**config.mk**
```make
export PLATFORM = sky130hd
export DESIGN_NAME = gpb_port
export DESIGN_NICKNAME = d
export VERILOG_FILES = /design/src/logic/gpb_port.v
export VERILOG_INCLUDE_DIRS = /design/src /design/src/logic
export SDC_FILE = /design/constraint.sdc
export NUM_CORES = 1
export LEC_CHECK = 0
export ABC_CLOCK_PERIOD_IN_PS = 2800
export BUFFER_PORTS_ARGS = -buffer_cell sky130_fd_sc_hd__buf_2
export CAP_MARGIN = 5
export CORE_AREA = 2 2 179 111
export CTS_CLUSTER_SIZE = 40
export DETAILED_ROUTE_END_ITERATION = 16
export DIE_AREA = 0 0 181 113
export GPL_TIMING_DRIVEN = 0
export PLACE_DENSITY = 0.4
export SYNTH_ARGS = -nofsm -noshare
export SYNTH_HDL_FRONTEND = slang
export SYNTH_SLANG_ARGS = --single-unit
```
**constraint.sdc**
```tcl
create_clock -name ref_clk -period 2.8 [get_ports ref_clk]
set_input_delay 0.28 -clock ref_clk [delete_from_list [all_inputs] [get_ports ref_clk]]
set_output_delay 0.28 -clock ref_clk [all_outputs]
set_load 0.1 [all_outputs]
```
**src/logic/gpb_defines.vh**
```
`ifndef GPB_DEFINES_VH
`define GPB_DEFINES_VH
// ==================================================================
// Register indexes; the byte address is four times the index.
`define GPB_IDX_PORT 10'h005
`define GPB_IDX_OPTION 10'h081
`define GPB_IDX_DIR 10'h085
`define GPB_IDX_ANALOG 10'h091
`define GPB_IDX_PULLUP 10'h095
`define GPB_IDX_CHANGE_EN 10'h096
`define GPB_IDX_CONFIG 10'h0a0
`define GPB_IDX_CHANGE_FLAG 10'h0a1
// ==================================================================
// Reset values.
`define GPB_RST_DIR 6'h3f
`define GPB_RST_OPTION 8'hff
`define GPB_RST_ANALOG 8'hff
`define GPB_RST_PULLUP 6'h3f
`define GPB_RST_CHANGE_EN 6'h00
`define GPB_RST_CONFIG 3'h0
`define GPB_RST_LATCH 6'h00
// ==================================================================
// Field positions.
`define GPB_OPT_PU_OFF_BIT 7
`define GPB_CFG_MASTER_CLEAR_ENABLE_FUSE_BIT 0
`define GPB_CFG_XTAL_BIT 1
`define GPB_CFG_VREF_BIT 2
`define GPB_INPUT_ONLY_PIN 3
`define GPB_VREF_PIN 1
`define GPB_OSC_PIN_LO 4
// ==================================================================
// Bus responses.
`define GPB_RESP_OKAY 2'b00
`define GPB_RESP_SLVERR 2'b10
`endif

```
**src/logic/gpb_port.v**
```verilog
// The AXI4-Lite register port was decided locally.
`timescale 1ns/1ps
`include "gpb_defines.vh"
// Contract
// - Six pin bits; bits 7:6 read zero.
// - Direction 1 tristates pin, 0 drives latch.
// - Pin 3 input only; direction reads 1.
// - Port read gives pins; write loads latch.
// - Port write is read-modify-write of pins.
// - Master-clear enabled makes pin 3 read zero.
// - Analog-selected pin reads zero.
// - Direction still governs analog-selected pins.
// - Reference output disables pin 1 driver only.
// - Directions reset to inputs; latch undefined, but reset loads it with zero here.
// - Crystal modes force direction 5:4 reads 1.
// - Every pin has own pull-up enable bit.
// - Output pins have pull-up switched off.
// - Global pull-up control resets to disabled.
// - Master-clear pin 3 pull-up forced on.
// - Every pin has change-detect and pull-up options.
// - Pin pull-up needs global pull-up permission.
module gpb_port #(
	parameter NPINS = 6,
	parameter AW = 12
) (
	input wire ref_clk,
	input wire rst_b,
	input wire [AW-1:0] s_axi_awaddr,
	input wire [2:0] s_axi_awprot,
	input wire s_axi_awvalid,
	output wire s_axi_awready,
	input wire [31:0] s_axi_wdata,
	input wire [3:0] s_axi_wstrb,
	input wire s_axi_wvalid,
	output wire s_axi_wready,
	output reg [1:0] s_axi_bresp,
	output reg s_axi_bvalid,
	input wire s_axi_bready,
	input wire [AW-1:0] s_axi_araddr,
	input wire [2:0] s_axi_arprot,
	input wire s_axi_arvalid,
	output wire s_axi_arready,
	output reg [31:0] s_axi_rdata,
	output reg [1:0] s_axi_rresp,
	output reg s_axi_rvalid,
	input wire s_axi_rready,
	input wire [NPINS-1:0] pin_in,
	output reg [NPINS-1:0] pin_out,
	output reg [NPINS-1:0] pin_oe,
	output reg [NPINS-1:0] pin_pullup_on
);

	// ==================================================================
	// Pin input synchroniser.
	reg [NPINS-1:0] pin_meta;
	reg [NPINS-1:0] pin_sync;

	// Pins are asynchronous to ref_clk, so two stages come first.
	always @(posedge ref_clk or negedge rst_b) begin
		if (!rst_b) begin
			pin_meta <= {NPINS{1'b0}};
			pin_sync <= {NPINS{1'b0}};
		end else begin
			pin_meta <= pin_in;
			pin_sync <= pin_meta;
		end
	end

	// ==================================================================
	// Register state.
	reg [NPINS-1:0] port_latch;
	reg [NPINS-1:0] dir_store;
	reg [7:0] option_reg;
	reg [7:0] analog_sel;
	reg [NPINS-1:0] pin_pullup_enable;
	reg [NPINS-1:0] change_en;
	reg [NPINS-1:0] last_read;
	reg change_flag;
	reg [2:0] config_reg;

	wire master_clear_enable_fuse = config_reg[`GPB_CFG_MASTER_CLEAR_ENABLE_FUSE_BIT];
	wire xtal_mode = config_reg[`GPB_CFG_XTAL_BIT];
	wire vref_out = config_reg[`GPB_CFG_VREF_BIT];
	wire pu_global_off = option_reg[`GPB_OPT_PU_OFF_BIT];

	// ==================================================================
	// Effective direction and the value seen by a port read.
	reg [NPINS-1:0] dir_eff;
	reg [NPINS-1:0] port_read;

	always @* begin
		dir_eff = dir_store;
		dir_eff[`GPB_INPUT_ONLY_PIN] = 1'b1;
		if (xtal_mode) begin
			dir_eff[`GPB_OSC_PIN_LO+1:`GPB_OSC_PIN_LO] = 2'b11;
		end
		// Analog pins read zero whatever the pad level.
		port_read = pin_sync & ~analog_sel[NPINS-1:0];
		if (master_clear_enable_fuse) begin
			port_read[`GPB_INPUT_ONLY_PIN] = 1'b0;
		end
	end

	// ==================================================================
	// Pin drivers and pull-ups, one slice per pin.
	genvar gi;
	generate
		for (gi = 0; gi < NPINS; gi = gi + 1) begin : g_pin
			// Analog select is not looked at here: direction rules.
			always @* begin
				pin_out[gi] = port_latch[gi];
				pin_oe[gi] = ~dir_eff[gi];
				if (gi == `GPB_VREF_PIN && vref_out) begin
					pin_oe[gi] = 1'b0;
				end
				// Pull-up needs its own bit, global leave, input mode.
				pin_pullup_on[gi] = pin_pullup_enable[gi] &
					~pu_global_off & dir_eff[gi];
				if (gi == `GPB_INPUT_ONLY_PIN && master_clear_enable_fuse) begin
					pin_pullup_on[gi] = 1'b1;
				end
			end
		end
	endgenerate

	// ==================================================================
	// Write channel: address and data are held until both are in.
	reg aw_held;
	reg w_held;
	reg [AW-1:0] aw_addr;
	reg [31:0] w_data;
	reg [3:0] w_strb;
	reg w_hit;

	assign s_axi_awready = ~aw_held & ~s_axi_bvalid;
	assign s_axi_wready = ~w_held & ~s_axi_bvalid;

	wire aw_fire = s_axi_awvalid & s_axi_awready;
	wire w_fire = s_axi_wvalid & s_axi_wready;
	wire do_write = aw_held & w_held & ~s_axi_bvalid;
	wire [9:0] w_idx = aw_addr[11:2];
	wire b_lane = w_strb[0];

	always @(posedge ref_clk or negedge rst_b) begin
		if (!rst_b) begin
			aw_held <= 1'b0;
			w_held <= 1'b0;
			aw_addr <= {AW{1'b0}};
			w_data <= 32'h00000000;
			w_strb <= 4'h0;
			s_axi_bvalid <= 1'b0;
			s_axi_bresp <= `GPB_RESP_OKAY;
		end else begin
			if (aw_fire) begin
				aw_held <= 1'b1;
				aw_addr <= s_axi_awaddr;
			end
			if (w_fire) begin
				w_held <= 1'b1;
				w_data <= s_axi_wdata;
				w_strb <= s_axi_wstrb;
			end
			if (do_write) begin
				aw_held <= 1'b0;
				w_held <= 1'b0;
				s_axi_bvalid <= 1'b1;
				s_axi_bresp <= w_hit ? `GPB_RESP_OKAY : `GPB_RESP_SLVERR;
			end else if (s_axi_bvalid && s_axi_bready) begin
				s_axi_bvalid <= 1'b0;
			end
		end
	end

	// ==================================================================
	// Address decode for writes.
	always @* begin
		case (w_idx)
			`GPB_IDX_PORT, `GPB_IDX_OPTION, `GPB_IDX_DIR,
			`GPB_IDX_ANALOG, `GPB_IDX_PULLUP, `GPB_IDX_CHANGE_EN,
			`GPB_IDX_CONFIG, `GPB_IDX_CHANGE_FLAG: w_hit = 1'b1;
			default: w_hit = 1'b0;
		endcase
	end

	// ==================================================================
	// Read channel: one read at a time, data registered.
	assign s_axi_arready = ~s_axi_rvalid;

	wire ar_fire = s_axi_arvalid & s_axi_arready;
	wire [9:0] r_idx = s_axi_araddr[11:2];
	wire port_read_fire = ar_fire && r_idx == `GPB_IDX_PORT;
	reg [31:0] r_word;
	reg r_hit;

	// Unused upper lanes read zero, so pin bits 7:6 read zero too.
	always @* begin
		r_word = 32'h00000000;
		r_hit = 1'b1;
		case (r_idx)
			`GPB_IDX_PORT: r_word[NPINS-1:0] = port_read;
			`GPB_IDX_DIR: r_word[NPINS-1:0] = dir_eff;
			`GPB_IDX_OPTION: r_word[7:0] = option_reg;
			`GPB_IDX_ANALOG: r_word[7:0] = analog_sel;
			`GPB_IDX_PULLUP: r_word[NPINS-1:0] = pin_pullup_enable;
			`GPB_IDX_CHANGE_EN: r_word[NPINS-1:0] = change_en;
			`GPB_IDX_CONFIG: r_word[2:0] = config_reg;
			`GPB_IDX_CHANGE_FLAG: r_word[0] = change_flag;
			default: r_hit = 1'b0;
		endcase
	end

	always @(posedge ref_clk or negedge rst_b) begin
		if (!rst_b) begin
			s_axi_rvalid <= 1'b0;
			s_axi_rdata <= 32'h00000000;
			s_axi_rresp <= `GPB_RESP_OKAY;
		end else if (ar_fire) begin
			s_axi_rvalid <= 1'b1;
			s_axi_rdata <= r_word;
			s_axi_rresp <= r_hit ? `GPB_RESP_OKAY : `GPB_RESP_SLVERR;
		end else if (s_axi_rvalid && s_axi_rready) begin
			s_axi_rvalid <= 1'b0;
		end
	end

	// ==================================================================
	// Register updates from writes.
	wire wr_lane = do_write & b_lane;

	always @(posedge ref_clk or negedge rst_b) begin
		if (!rst_b) begin
			port_latch <= `GPB_RST_LATCH;
			dir_store <= `GPB_RST_DIR;
			option_reg <= `GPB_RST_OPTION;
			analog_sel <= `GPB_RST_ANALOG;
			pin_pullup_enable <= `GPB_RST_PULLUP;
			change_en <= `GPB_RST_CHANGE_EN;
			config_reg <= `GPB_RST_CONFIG;
		end else if (do_write) begin
			case (w_idx)
				// Pins are sampled first, lane 0 then overlays them.
				`GPB_IDX_PORT: port_latch <= b_lane ?
					w_data[NPINS-1:0] : port_read;
				`GPB_IDX_DIR: if (wr_lane) begin
					dir_store <= w_data[NPINS-1:0];
				end
				`GPB_IDX_OPTION: if (wr_lane) begin
					option_reg <= w_data[7:0];
				end
				`GPB_IDX_ANALOG: if (wr_lane) begin
					analog_sel <= w_data[7:0];
				end
				`GPB_IDX_PULLUP: if (wr_lane) begin
					pin_pullup_enable <= w_data[NPINS-1:0];
				end
				`GPB_IDX_CHANGE_EN: if (wr_lane) begin
					change_en <= w_data[NPINS-1:0];
				end
				`GPB_IDX_CONFIG: if (wr_lane) begin
					config_reg <= w_data[2:0];
				end
				default: begin
				end
			endcase
		end
	end

	// ==================================================================
	// Change detection against the value of the last port access.
	wire port_wr = do_write && w_idx == `GPB_IDX_PORT;
	wire mismatch = |((pin_sync ^ last_read) & change_en);
	wire flag_clr = wr_lane && w_idx == `GPB_IDX_CHANGE_FLAG &&
		w_data[0];

	// A new mismatch beats a software clear in the same cycle.
	always @(posedge ref_clk or negedge rst_b) begin
		if (!rst_b) begin
			last_read <= {NPINS{1'b0}};
			change_flag <= 1'b0;
		end else begin
			if (port_read_fire || port_wr) begin
				last_read <= pin_sync;
			end
			if (mismatch) begin
				change_flag <= 1'b1;
			end else if (flag_clr) begin
				change_flag <= 1'b0;
			end
		end
	end

endmodule

```
==> impl_metrics.json, run 1 <==
{
  "clkPwrFrac_pct": 28.0,
  "hp-class": "input port to flip-flop",
  "p_comb_share_pct": 31.2,
  "synthTopCellsByCount": "dfrtp_1, mux2_2, buf_4, dfstp_2, nor2_1",
  "grtUsageTotal_pct": 13.3,
  "synth_area_leaders": "dfrtp_1, dfstp_2, mux2_2",
  "tightest_slew_ps": 803,
  "synth_warnings": 0,
  "num_io_pins": 138,
  "critical_path.startpoint": "aw_addr[4]$_DFFE_PN0P_",
  "critPathCaptureType": "flip-flop",
  "critPathMaxFanout": 6,
  "largest-register": "aw_addr",
  "drt_pass1_iterations": 4,
  "cts_resized": 0,
  "synthArstFlopShare_pct": 100,
  "cts_made_buffers": 9,
  "areaGrowthSynthToFinish_pct": 24.6,
  "yosysTopAreaCell": "dfrtp_1",
  "die_h_um": 113,
  "rsz0062_at_grt": "no",
  "grt_pass1_wl_um": 20200,
  "setup_violations": 0,
  "wl_um": 13100,
  "whs_ps": 32.1,
  "hold_start": "pin_in[0]",
  "dp_slack_ps": 418,
  "endpoint": "last_read[2]$_DFFE_PN0P_",
  "syn_avg_cell_area_um2": 12.3,
  "worstRegToRegCells": 4,
  "utilization_pct": 30.7,
  "synth-seq-cells": 94,
  "crit_type": "flip-flop to flip-flop",
  "cts_buffer_depth": 2,
  "power_frac_seq_pct": 40.8,
  "place_inst": 720,
  "design.core.area_um2": 18700,
  "diodes": 0,
  "clk_latency_ps": 350,
  "htreeDepth": 3,
  "syn-instance-count": 375,
  "synth_top_cell_area_share_pct": 36.4,
  "power_leakage_nw": 2.66,
  "io_buffers": 72,
  "outcome": "finished clean",
  "max_cap_viol_count": 0,
  "drc": 0,
  "reg2reg_slack_ps": 710,
  "synth.distinct_cells": 63,
  "max_freq_mhz": 478,
  "drtIter0Drc": 155,
  "cts.root.buffer_cell": "clkbuf_16",
  "fin_cells": 737,
  "path_clk_slew_ps": 70,
  "fin_nets": 565,
  "yosysMostFrequentCell": "dfrtp_1",
  "die_x_um": 181,
  "routedWlPerCell_um": 17.8,
  "grt_overflow": 0,
  "drv_slew": 0,
  "relSlewSlack_pct": 46.3,
  "dpl.hpwl_um": 10100,
  "r2r-start": "aw_addr[4]$_DFFE_PN0P_",
  "cp.arrival_ps": 2310,
  "die_area_um2": 20500,
  "synth_area_um2": 4610,
  "ir_worst_vdd_mv": 0.902,
  "cts_setup_buffers": 0,
  "gp_congestion": 0.824,
  "ys_seq_area_share_pct": 51.8,
  "hold_viol": 0,
  "grt_pass1_vias": 3289,
  "power.switching_w": 0.00193,
  "rows": 39,
  "r2r-end": "last_read[2]$_DFFE_PN0P_",
  "finClkSkew_ps": 10.4,
  "p_int_w": 0.00283,
  "grt_max_degree": 66,
  "cp.required_ps": 3020,
  "vias_per_cell": 4.44,
  "start_kind": "flip-flop",
  "fin_crit_sh_pct": 74.7,
  "power.density_nw_per_um2": 829,
  "synth_flop_cell": "dfrtp_1",
  "post_route_cells_drive_above_1_share_pct": 43.0,
  "largest_register_ffs": 10,
  "fin_ws_ps": 709,
  "swShare_pct": 40.5,
  "ant_nets": 0,
  "vias": 3269,
  "cts.sinks": 94,
  "synth-edff-count": 0,
  "cts_tree": "yes",
  "initial_core_util_pct": 24.6,
  "fin_crit_ps": 2090,
  "antenna_found_initial": 0,
  "cts.hold.buffers_added": 1
}
critical path, cell delays in order (launching register included):
cell	delay, ps
dfrtp_1	480
nor4b_1	460
nand4_1	380
o21ai_2	300
mux2_1	360
kinds of logic after synthesis:
family | after synthesis | share of synthesized area [%]
buffers and inverters | 50 | 6.35
AO/OA/AOI/OAI | 56 | 8.14
multiplexers | 69 | 18.0
flip-flops | 94 | 51.8
AND/OR/NAND/NOR | 99 | 14.5
other | 1 | 0.0813
XOR/XNOR | 6 | 1.14
layout make-up:
cell class,count,area (µm²)
Fill cell,1945,13000
Sequential cell,94,2390
Multi-Input combinational cell,257,2040
Timing Repair Buffer,74,400
Tap cell,246,308
Buffer,40,255
Clock buffer,10,229
Clock inverter,6,86.3
Inverter,10,37.5
through the flow:
stage	instance area [µm²]	power (W)	TNS, ps
after floorplan	4720	0.00304	-485
after global placement	5390	0.00344	0
after detailed placement	5420	0.00346	0
after CTS	5740	0.00482	0
after global routing	5740	0.00500	0
final	5740	0.00476	0
how the worst min path moves through the flow:
| stage | end | slack [ps] | cells after the start |
|---|---|---|---|
| floorplan | aw_addr[10]$_DFFE_PN0P_ | -20 | 0 |
| global placement | pin_sync[4]$_DFF_PN0_ | 340 | 0 |
| detailed placement | w_data[7]$_DFFE_PN0P_ | 250 | 1 |
| CTS | pin_meta[0]$_DFF_PN0_ | 20 | 1 |
| global route | pin_meta[3]$_DFF_PN0_ | 20 | 1 |
| finish | pin_meta[0]$_DFF_PN0_ | 30 | 1 |
layer usage:
metal  vias to the layer above  track usage [%]  routed length, µm
met5                         -                0                  0
met4                         0             2.44                 55
met3                         6             3.51                655
met2                       103             17.8               5060
met1                      1632             21.0               7330
li1                       1528                -                  -
cell usage in the layout, fill, tap and decap left out, types with 4 or more instances in the layout:
| cell | instances |
|---|---|
| buf_2 | 74 |
| dfstp_2 | 27 |
| nor2_1 | 14 |
| buf_4 | 28 |
| a21o_1 | 4 |
| a31oi_1 | 6 |
| mux2i_1 | 5 |
| mux2_2 | 35 |
| dfrtp_1 | 67 |
| mux2_1 | 13 |
| nor4_1 | 4 |
| a21oi_1 | 10 |
| nor4b_1 | 6 |
| clkbuf_16 | 9 |
| inv_1 | 10 |
| nor3b_1 | 6 |
| clkbuf_1 | 9 |
| nand2b_1 | 4 |
| conb_1 | 27 |
| o21ai_0 | 12 |
| xor2_1 | 6 |
| mux2_4 | 16 |
| nand2_1 | 16 |
| nand3_1 | 5 |
power groups by stage:
stage          Combinational, W  Sequential [W]  Clock (W)
6_report                0.00149         0.00194    0.00133
5_1_grt                 0.00158         0.00200    0.00143
4_1_cts                 0.00150         0.00195    0.00137
3_5_place_dp            0.00149         0.00197          0
3_3_place_gp            0.00147         0.00196          0
2_1_floorplan          0.000889         0.00215          0
No activity file was read; power rests on OpenSTA's default activity.
==> run 2: changes to the inputs <==
ABC_CLOCK_PERIOD_IN_PS = 2100   (was 2800)
clock period = 2.1 ns   (was 2.8 ns; I/O delays follow)
==> run 2 against run 1 <==
  * Via count increased by 1.5%
  * Register-to-register slack got worse by 630 ps
  * Worst setup slack got worse by 630 ps
  * Clock-buffer cell count unchanged
  * Clock skew grew 3.4 ps
  * Maximum frequency grew 3.7%
  * Sequential share of layout area down 0.73 points
==> impl_metrics.json, run 2 (synthesized netlist as in run 1, its figures left out) <==
{
  "cts_tree": "yes",
  "die_area_um2": 20500,
  "critical_path.startpoint": "aw_addr[5]$_DFFE_PN0P_",
  "grtUsageTotal_pct": 13.5,
  "critPathMaxFanout": 8,
  "vias": 3317,
  "layout_common_cells": "buf_2, dfrtp_1, mux2_2, buf_4",
  "setup_violations": 0,
  "reg2reg_slack_ps": 80,
  "fill_cells": 1963,
  "dp_slack_ps": -246,
  "hold_viol": 0,
  "place_area_um2": 5450,
  "rsz0062_at_grt": "no",
  "drtIter0Drc": 187,
  "vias_per_cell": 4.46,
  "antenna_found_initial": 0,
  "rows": 39,
  "cp.required_ps": 2370,
  "drt_pass1_iterations": 5,
  "cp.arrival_ps": 2290,
  "io_buffers": 72,
  "register_area_um2": 2390,
  "final_common_cell": "buf_2",
  "gp_congestion": 0.809,
  "fin_crit_sh_pct": 96.1,
  "r2r-start": "aw_addr[5]$_DFFE_PN0P_",
  "multi_input_area_um2": 2070,
  "max_freq_mhz": 496,
  "areaGrowthSynthToFinish_pct": 27.1,
  "start_kind": "flip-flop",
  "hp-class": "input port to flip-flop",
  "cts_buffer_depth": 2,
  "ant_nets": 0,
  "largest_register_ffs": 10,
  "cts_made_buffers": 9,
  "relSlewSlack_pct": 49.1,
  "crit_type": "flip-flop to flip-flop",
  "diodes": 0,
  "design.core.area_um2": 18700,
  "grt_pass1_vias": 3369,
  "fin_crit_ps": 2020,
  "power.density_nw_per_um2": 1100,
  "drc": 0,
  "post_route_cells_drive_above_1_share_pct": 44.2,
  "outcome": "finished clean",
  "num_io_pins": 138,
  "routedWlPerCell_um": 17.9,
  "clk_latency_ps": 350,
  "max_cap_viol_count": 0,
  "fin_nets": 572,
  "die_x_um": 181,
  "fin_area_um2": 5860,
  "grt_overflow": 0,
  "cts.sinks": 94,
  "die_h_um": 113,
  "critPathCaptureType": "flip-flop",
  "initial_core_util_pct": 24.6,
  "dpl.hpwl_um": 10200,
  "largest-register": "aw_addr",
  "fin_ws_ps": 82.5,
  "wl_um": 13300,
  "drv_slew": 0,
  "power_leakage_nw": 2.69,
  "worstRegToRegCells": 5,
  "r2r-end": "option_reg[6]$_DFFE_PN1P_",
  "htreeDepth": 3,
  "grt_pass1_wl_um": 20600,
  "cts.root.buffer_cell": "clkbuf_16",
  "ir_worst_vdd_mv": 1.44,
  "grt_max_degree": 61,
  "endpoint": "option_reg[6]$_DFFE_PN1P_",
  "path_clk_slew_ps": 70,
  "tightest_slew_ps": 762,
  "finClkSkew_ps": 13.8
}
[run 2: timing repair]
item                                    4_1_cts  5_1_grt
pin swaps                                     0        1
setup buffers                                 0        1
endpoints found under the setup margin        6       13
hold buffers                                  7        0
gates resized for setup                       1        1
endpoints found under the hold margin        33        0
[run 2: power by group]
part	switching [W]	internal, W	total [W]
clock	0.000746	0.00105	0.00180
sequential	0.000471	0.00215	0.00262
combinational	0.00140	0.000605	0.00200
[run 2: layer usage]
| layer | GRT usage [%] | vias to the layer above | wire length [µm] |
|---|---|---|---|
| met5 | 0 | - | 0 |
| met3 | 2.99 | 10 | 661 |
| met2 | 17.7 | 103 | 5170 |
| met4 | 2.60 | 0 | 89 |
| met1 | 21.9 | 1647 | 7370 |
| li1 | - | 1557 | - |
[run 2: stage by stage]
step | instances | total power (W) | setup TNS (ps) | utilization [%] | hold WS (ps)
5_1_grt | 744 | 0.00673 | 0 | 31.3 | 34.4
4_1_cts | 743 | 0.00648 | 0 | 31.2 | 21.9
3_3_place_gp | 719 | 0.00461 | -13580 | 28.9 | 319
3_5_place_dp | 720 | 0.00464 | -1650 | 29.1 | 211
6_report | 744 | 0.00642 | 0 | 31.3 | 35.4
2_1_floorplan | 401 | 0.00408 | -135 | - | -85.6
[run 2: worst max-delay path: stages (launching register included)]
cell	delay (ps)
dfrtp_1	430
or4_4	560
nor4b_4	280
buf_4	180
nand2_4	140
mux2_4	350
[run 2: final cells by class]
class,instances,area share (%)
well taps,246,5.25
inverters,10,0.705
plain buffers,40,4.38
repair buffers,81,7.99
clock inverters,6,1.58
clock buffers,10,3.91
flip-flops and latches,94,40.8
multi-input cells,257,35.4
[run 2: worst min path at each step]
stage | startpoint | slack, ps | to | depth (start not counted)
floorplan | rst_b | -90 | aw_addr[10]$_DFFE_PN0P_ | 0
global placement | pin_in[1] | 320 | pin_meta[1]$_DFF_PN0_ | 1
detailed placement | rst_b | 210 | w_data[5]$_DFFE_PN0P_ | 1
CTS | s_axi_bready | 20 | s_axi_bvalid$_DFFE_PN0P_ | 2
global route | s_axi_bready | 30 | s_axi_bvalid$_DFFE_PN0P_ | 2
finish | s_axi_bready | 40 | s_axi_bvalid$_DFFE_PN0P_ | 2
==> run 3: changes to the inputs <==
ABC_AREA = 1   (was default)
CORE_AREA = 2 2 180 111   (was 2 2 179 111)
DIE_AREA = 0 0 182 113   (was 0 0 181 113)
==> run 3 against run 2 <==
  * Design area increased by 1.0%
  * Largest power group unchanged
  * Sequential share of layout area down 0.41 points
  * Power fell by 4.2%
  * Sequential power fell by 11%
  * Synthesized area is 1.1% higher
==> impl_metrics.json, run 3 <==
{
  "crit_type": "flip-flop to output port",
  "hold_viol": 0,
  "cts_setup_buffers": 0,
  "grtUsageTotal_pct": 14.0,
  "cts_buffer_depth": 2,
  "design.core.area_um2": 18800,
  "areaGrowthSynthToFinish_pct": 27.0,
  "setup_violations": 0,
  "final_common_cell": "nand2_1",
  "outcome": "finished clean",
  "start_kind": "flip-flop",
  "hp-class": "input port to flip-flop",
  "power.density_nw_per_um2": 1040,
  "cp.required_ps": 1890,
  "dpl.hpwl_um": 10600,
  "synthArstFlopShare_pct": 100,
  "largest-register": "aw_addr",
  "grt_pass1_wl_um": 22100,
  "synth.distinct_cells": 32,
  "finClkSkew_ps": 9.34,
  "tightest_slew_ps": 695,
  "drt_pass1_iterations": 5,
  "num_io_pins": 138,
  "synth-seq-cells": 94,
  "hold_start": "s_axi_rready",
  "cts_tree": "yes",
  "synth_area_leaders": "dfrtp_1, dfstp_2, nand2_1",
  "synth_area_um2": 4660,
  "ys_seq_area_share_pct": 51.2,
  "diodes": 0,
  "whs_path_depth": 2,
  "utilization_pct": 31.4,
  "vias": 4034,
  "relSlewSlack_pct": 53.5,
  "layout_common_cells": "nand2_1, buf_2, nor2_1, dfrtp_1, inv_1",
  "die_x_um": 182,
  "drv_slew": 0,
  "die_h_um": 113,
  "yosysTopAreaCell": "dfrtp_1",
  "cts.sinks": 94,
  "post_route_cells_drive_above_1_share_pct": 29.8,
  "fin_crit_ps": 1880,
  "setup_tns_ps": 0,
  "largest_register_ffs": 10,
  "dp_slack_ps": 270,
  "grt_overflow": 0,
  "die_area_um2": 20600,
  "wl_um": 13500,
  "drc": 0,
  "synth-edff-count": 0,
  "cts_resized": 0,
  "fin_ws_ps": 219,
  "ant_nets": 0,
  "r2r-start": "s_axi_rvalid$_DFFE_PN0P_",
  "routedWlPerCell_um": 14.5,
  "yosysMostFrequentCell": "nand2_1",
  "syn_avg_cell_area_um2": 8.25,
  "htreeDepth": 3,
  "hold_end": "s_axi_rvalid$_DFFE_PN0P_",
  "clk_latency_ps": 350,
  "worstRegToRegCells": 7,
  "rows": 39,
  "max_freq_mhz": 532,
  "antenna_found_initial": 0,
  "synth_warnings": 0,
  "initial_core_util_pct": 24.7,
  "cts.root.buffer_cell": "clkbuf_16",
  "fin_crit_sh_pct": 89.5,
  "vias_per_cell": 4.32,
  "synth_flop_cell": "dfrtp_1",
  "gp_congestion": 0.828,
  "power_w": 0.00615,
  "max_cap_viol_count": 0,
  "reg2reg_slack_ps": 270,
  "fin_cells": 933,
  "cts_made_buffers": 9,
  "path_clk_slew_ps": 70,
  "grt_pass1_vias": 4097,
  "synthTopCellsByCount": "nand2_1, nor2_1, dfrtp_1",
  "cp.arrival_ps": 1670,
  "io_buffers": 73,
  "synth_top_cell_area_share_pct": 36.0,
  "power_leakage_nw": 2.88,
  "r2r-end": "s_axi_rdata[7]$_DFFE_PN0P_",
  "rsz0062_at_grt": "no",
  "fin_nets": 761,
  "drtIter0Drc": 229,
  "place_inst": 911,
  "critPathCaptureType": "output port",
  "critPathMaxFanout": 3,
  "syn-instance-count": 565,
  "grt_max_degree": 66,
  "ir_worst_vdd_mv": 0.429
}
[run 3: logic make-up after synthesis]
| kind of cell | synth area share (%) |
|---|---|
| AND/OR/NAND/NOR | 27.6 |
| flip-flops | 51.2 |
| buffers and inverters | 9.94 |
| AO/OA/AOI/OAI | 10.5 |
| multiplexers | 0.725 |
| other | 0.0805 |
[run 3: report_power, final]
| part | total [W] | leakage, nW | internal [W] | switching (W) |
|---|---|---|---|---|
| registers | 0.00232 | 1.10 | 0.00210 | 0.000224 |
| logic | 0.00193 | 1.61 | 0.000398 | 0.00153 |
| clock network | 0.00190 | 0.167 | 0.00120 | 0.000702 |
[run 3: how the worst max path moves through the flow]
stage	slack [ps]	depth (start not counted)	end	from
floorplan	-120	2	pin_pullup_on[4]	dir_store[4]$_DFFE_PN1P_
detailed placement	270	7	s_axi_rdata[7]$_DFFE_PN0P_	s_axi_rvalid$_DFFE_PN0P_
global placement	-460	1	s_axi_rvalid$_DFFE_PN0P_	rst_b
CTS	20	3	pin_pullup_on[3]	option_reg[7]$_DFFE_PN1P_
global route	160	4	w_held$_DFFE_PN0P_	s_axi_bvalid$_DFFE_PN0P_
finish	220	3	pin_pullup_on[4]	dir_store[4]$_DFFE_PN1P_
[run 3: metrics by stage]
stage / hold slack [ps] / area, µm²
6_report: 61.3 / 5920
5_1_grt: 56.9 / 5920
4_1_cts: 44.2 / 5920
3_5_place_dp: 178 / 5510
3_3_place_gp: 323 / 5480
2_1_floorplan: -85.6 / 4810
[run 3: worst max-delay path, stage by stage (launching register included)]
cell and delay, ps:
dfstp_2 540, nor2_2 70, nor3_2 240, buf_2 470
[run 3: timing repair]
| action | in CTS | in global routing |
|---|---|---|
| setup endpoints to repair | 0 | 5 |
| hold buffers | 7 | 0 |
| endpoints found under the hold margin | 25 | 0 |
[run 3: layout make-up]
cell class              instances  area, µm²
plain buffers                  39        268
clock buffers                  12        246
clock inverters                 4       95.1
fillers                      2026      12900
inverters                      51        195
multi-input cells             406       1950
flip-flops and latches         94       2390
well taps                     246        308
repair buffers                 81        465
[run 3: metal layers]
layer / share of wire (%) / vias to the layer above / GRT usage, %
met3: 4.8 / 7 / 3.41
met5: 0 / - / 0
met1: 52 / 1937 / 20.5
li1: - / 1998 / -
met4: 0.57 / 0 / 3.12
met2: 43 / 92 / 20.8
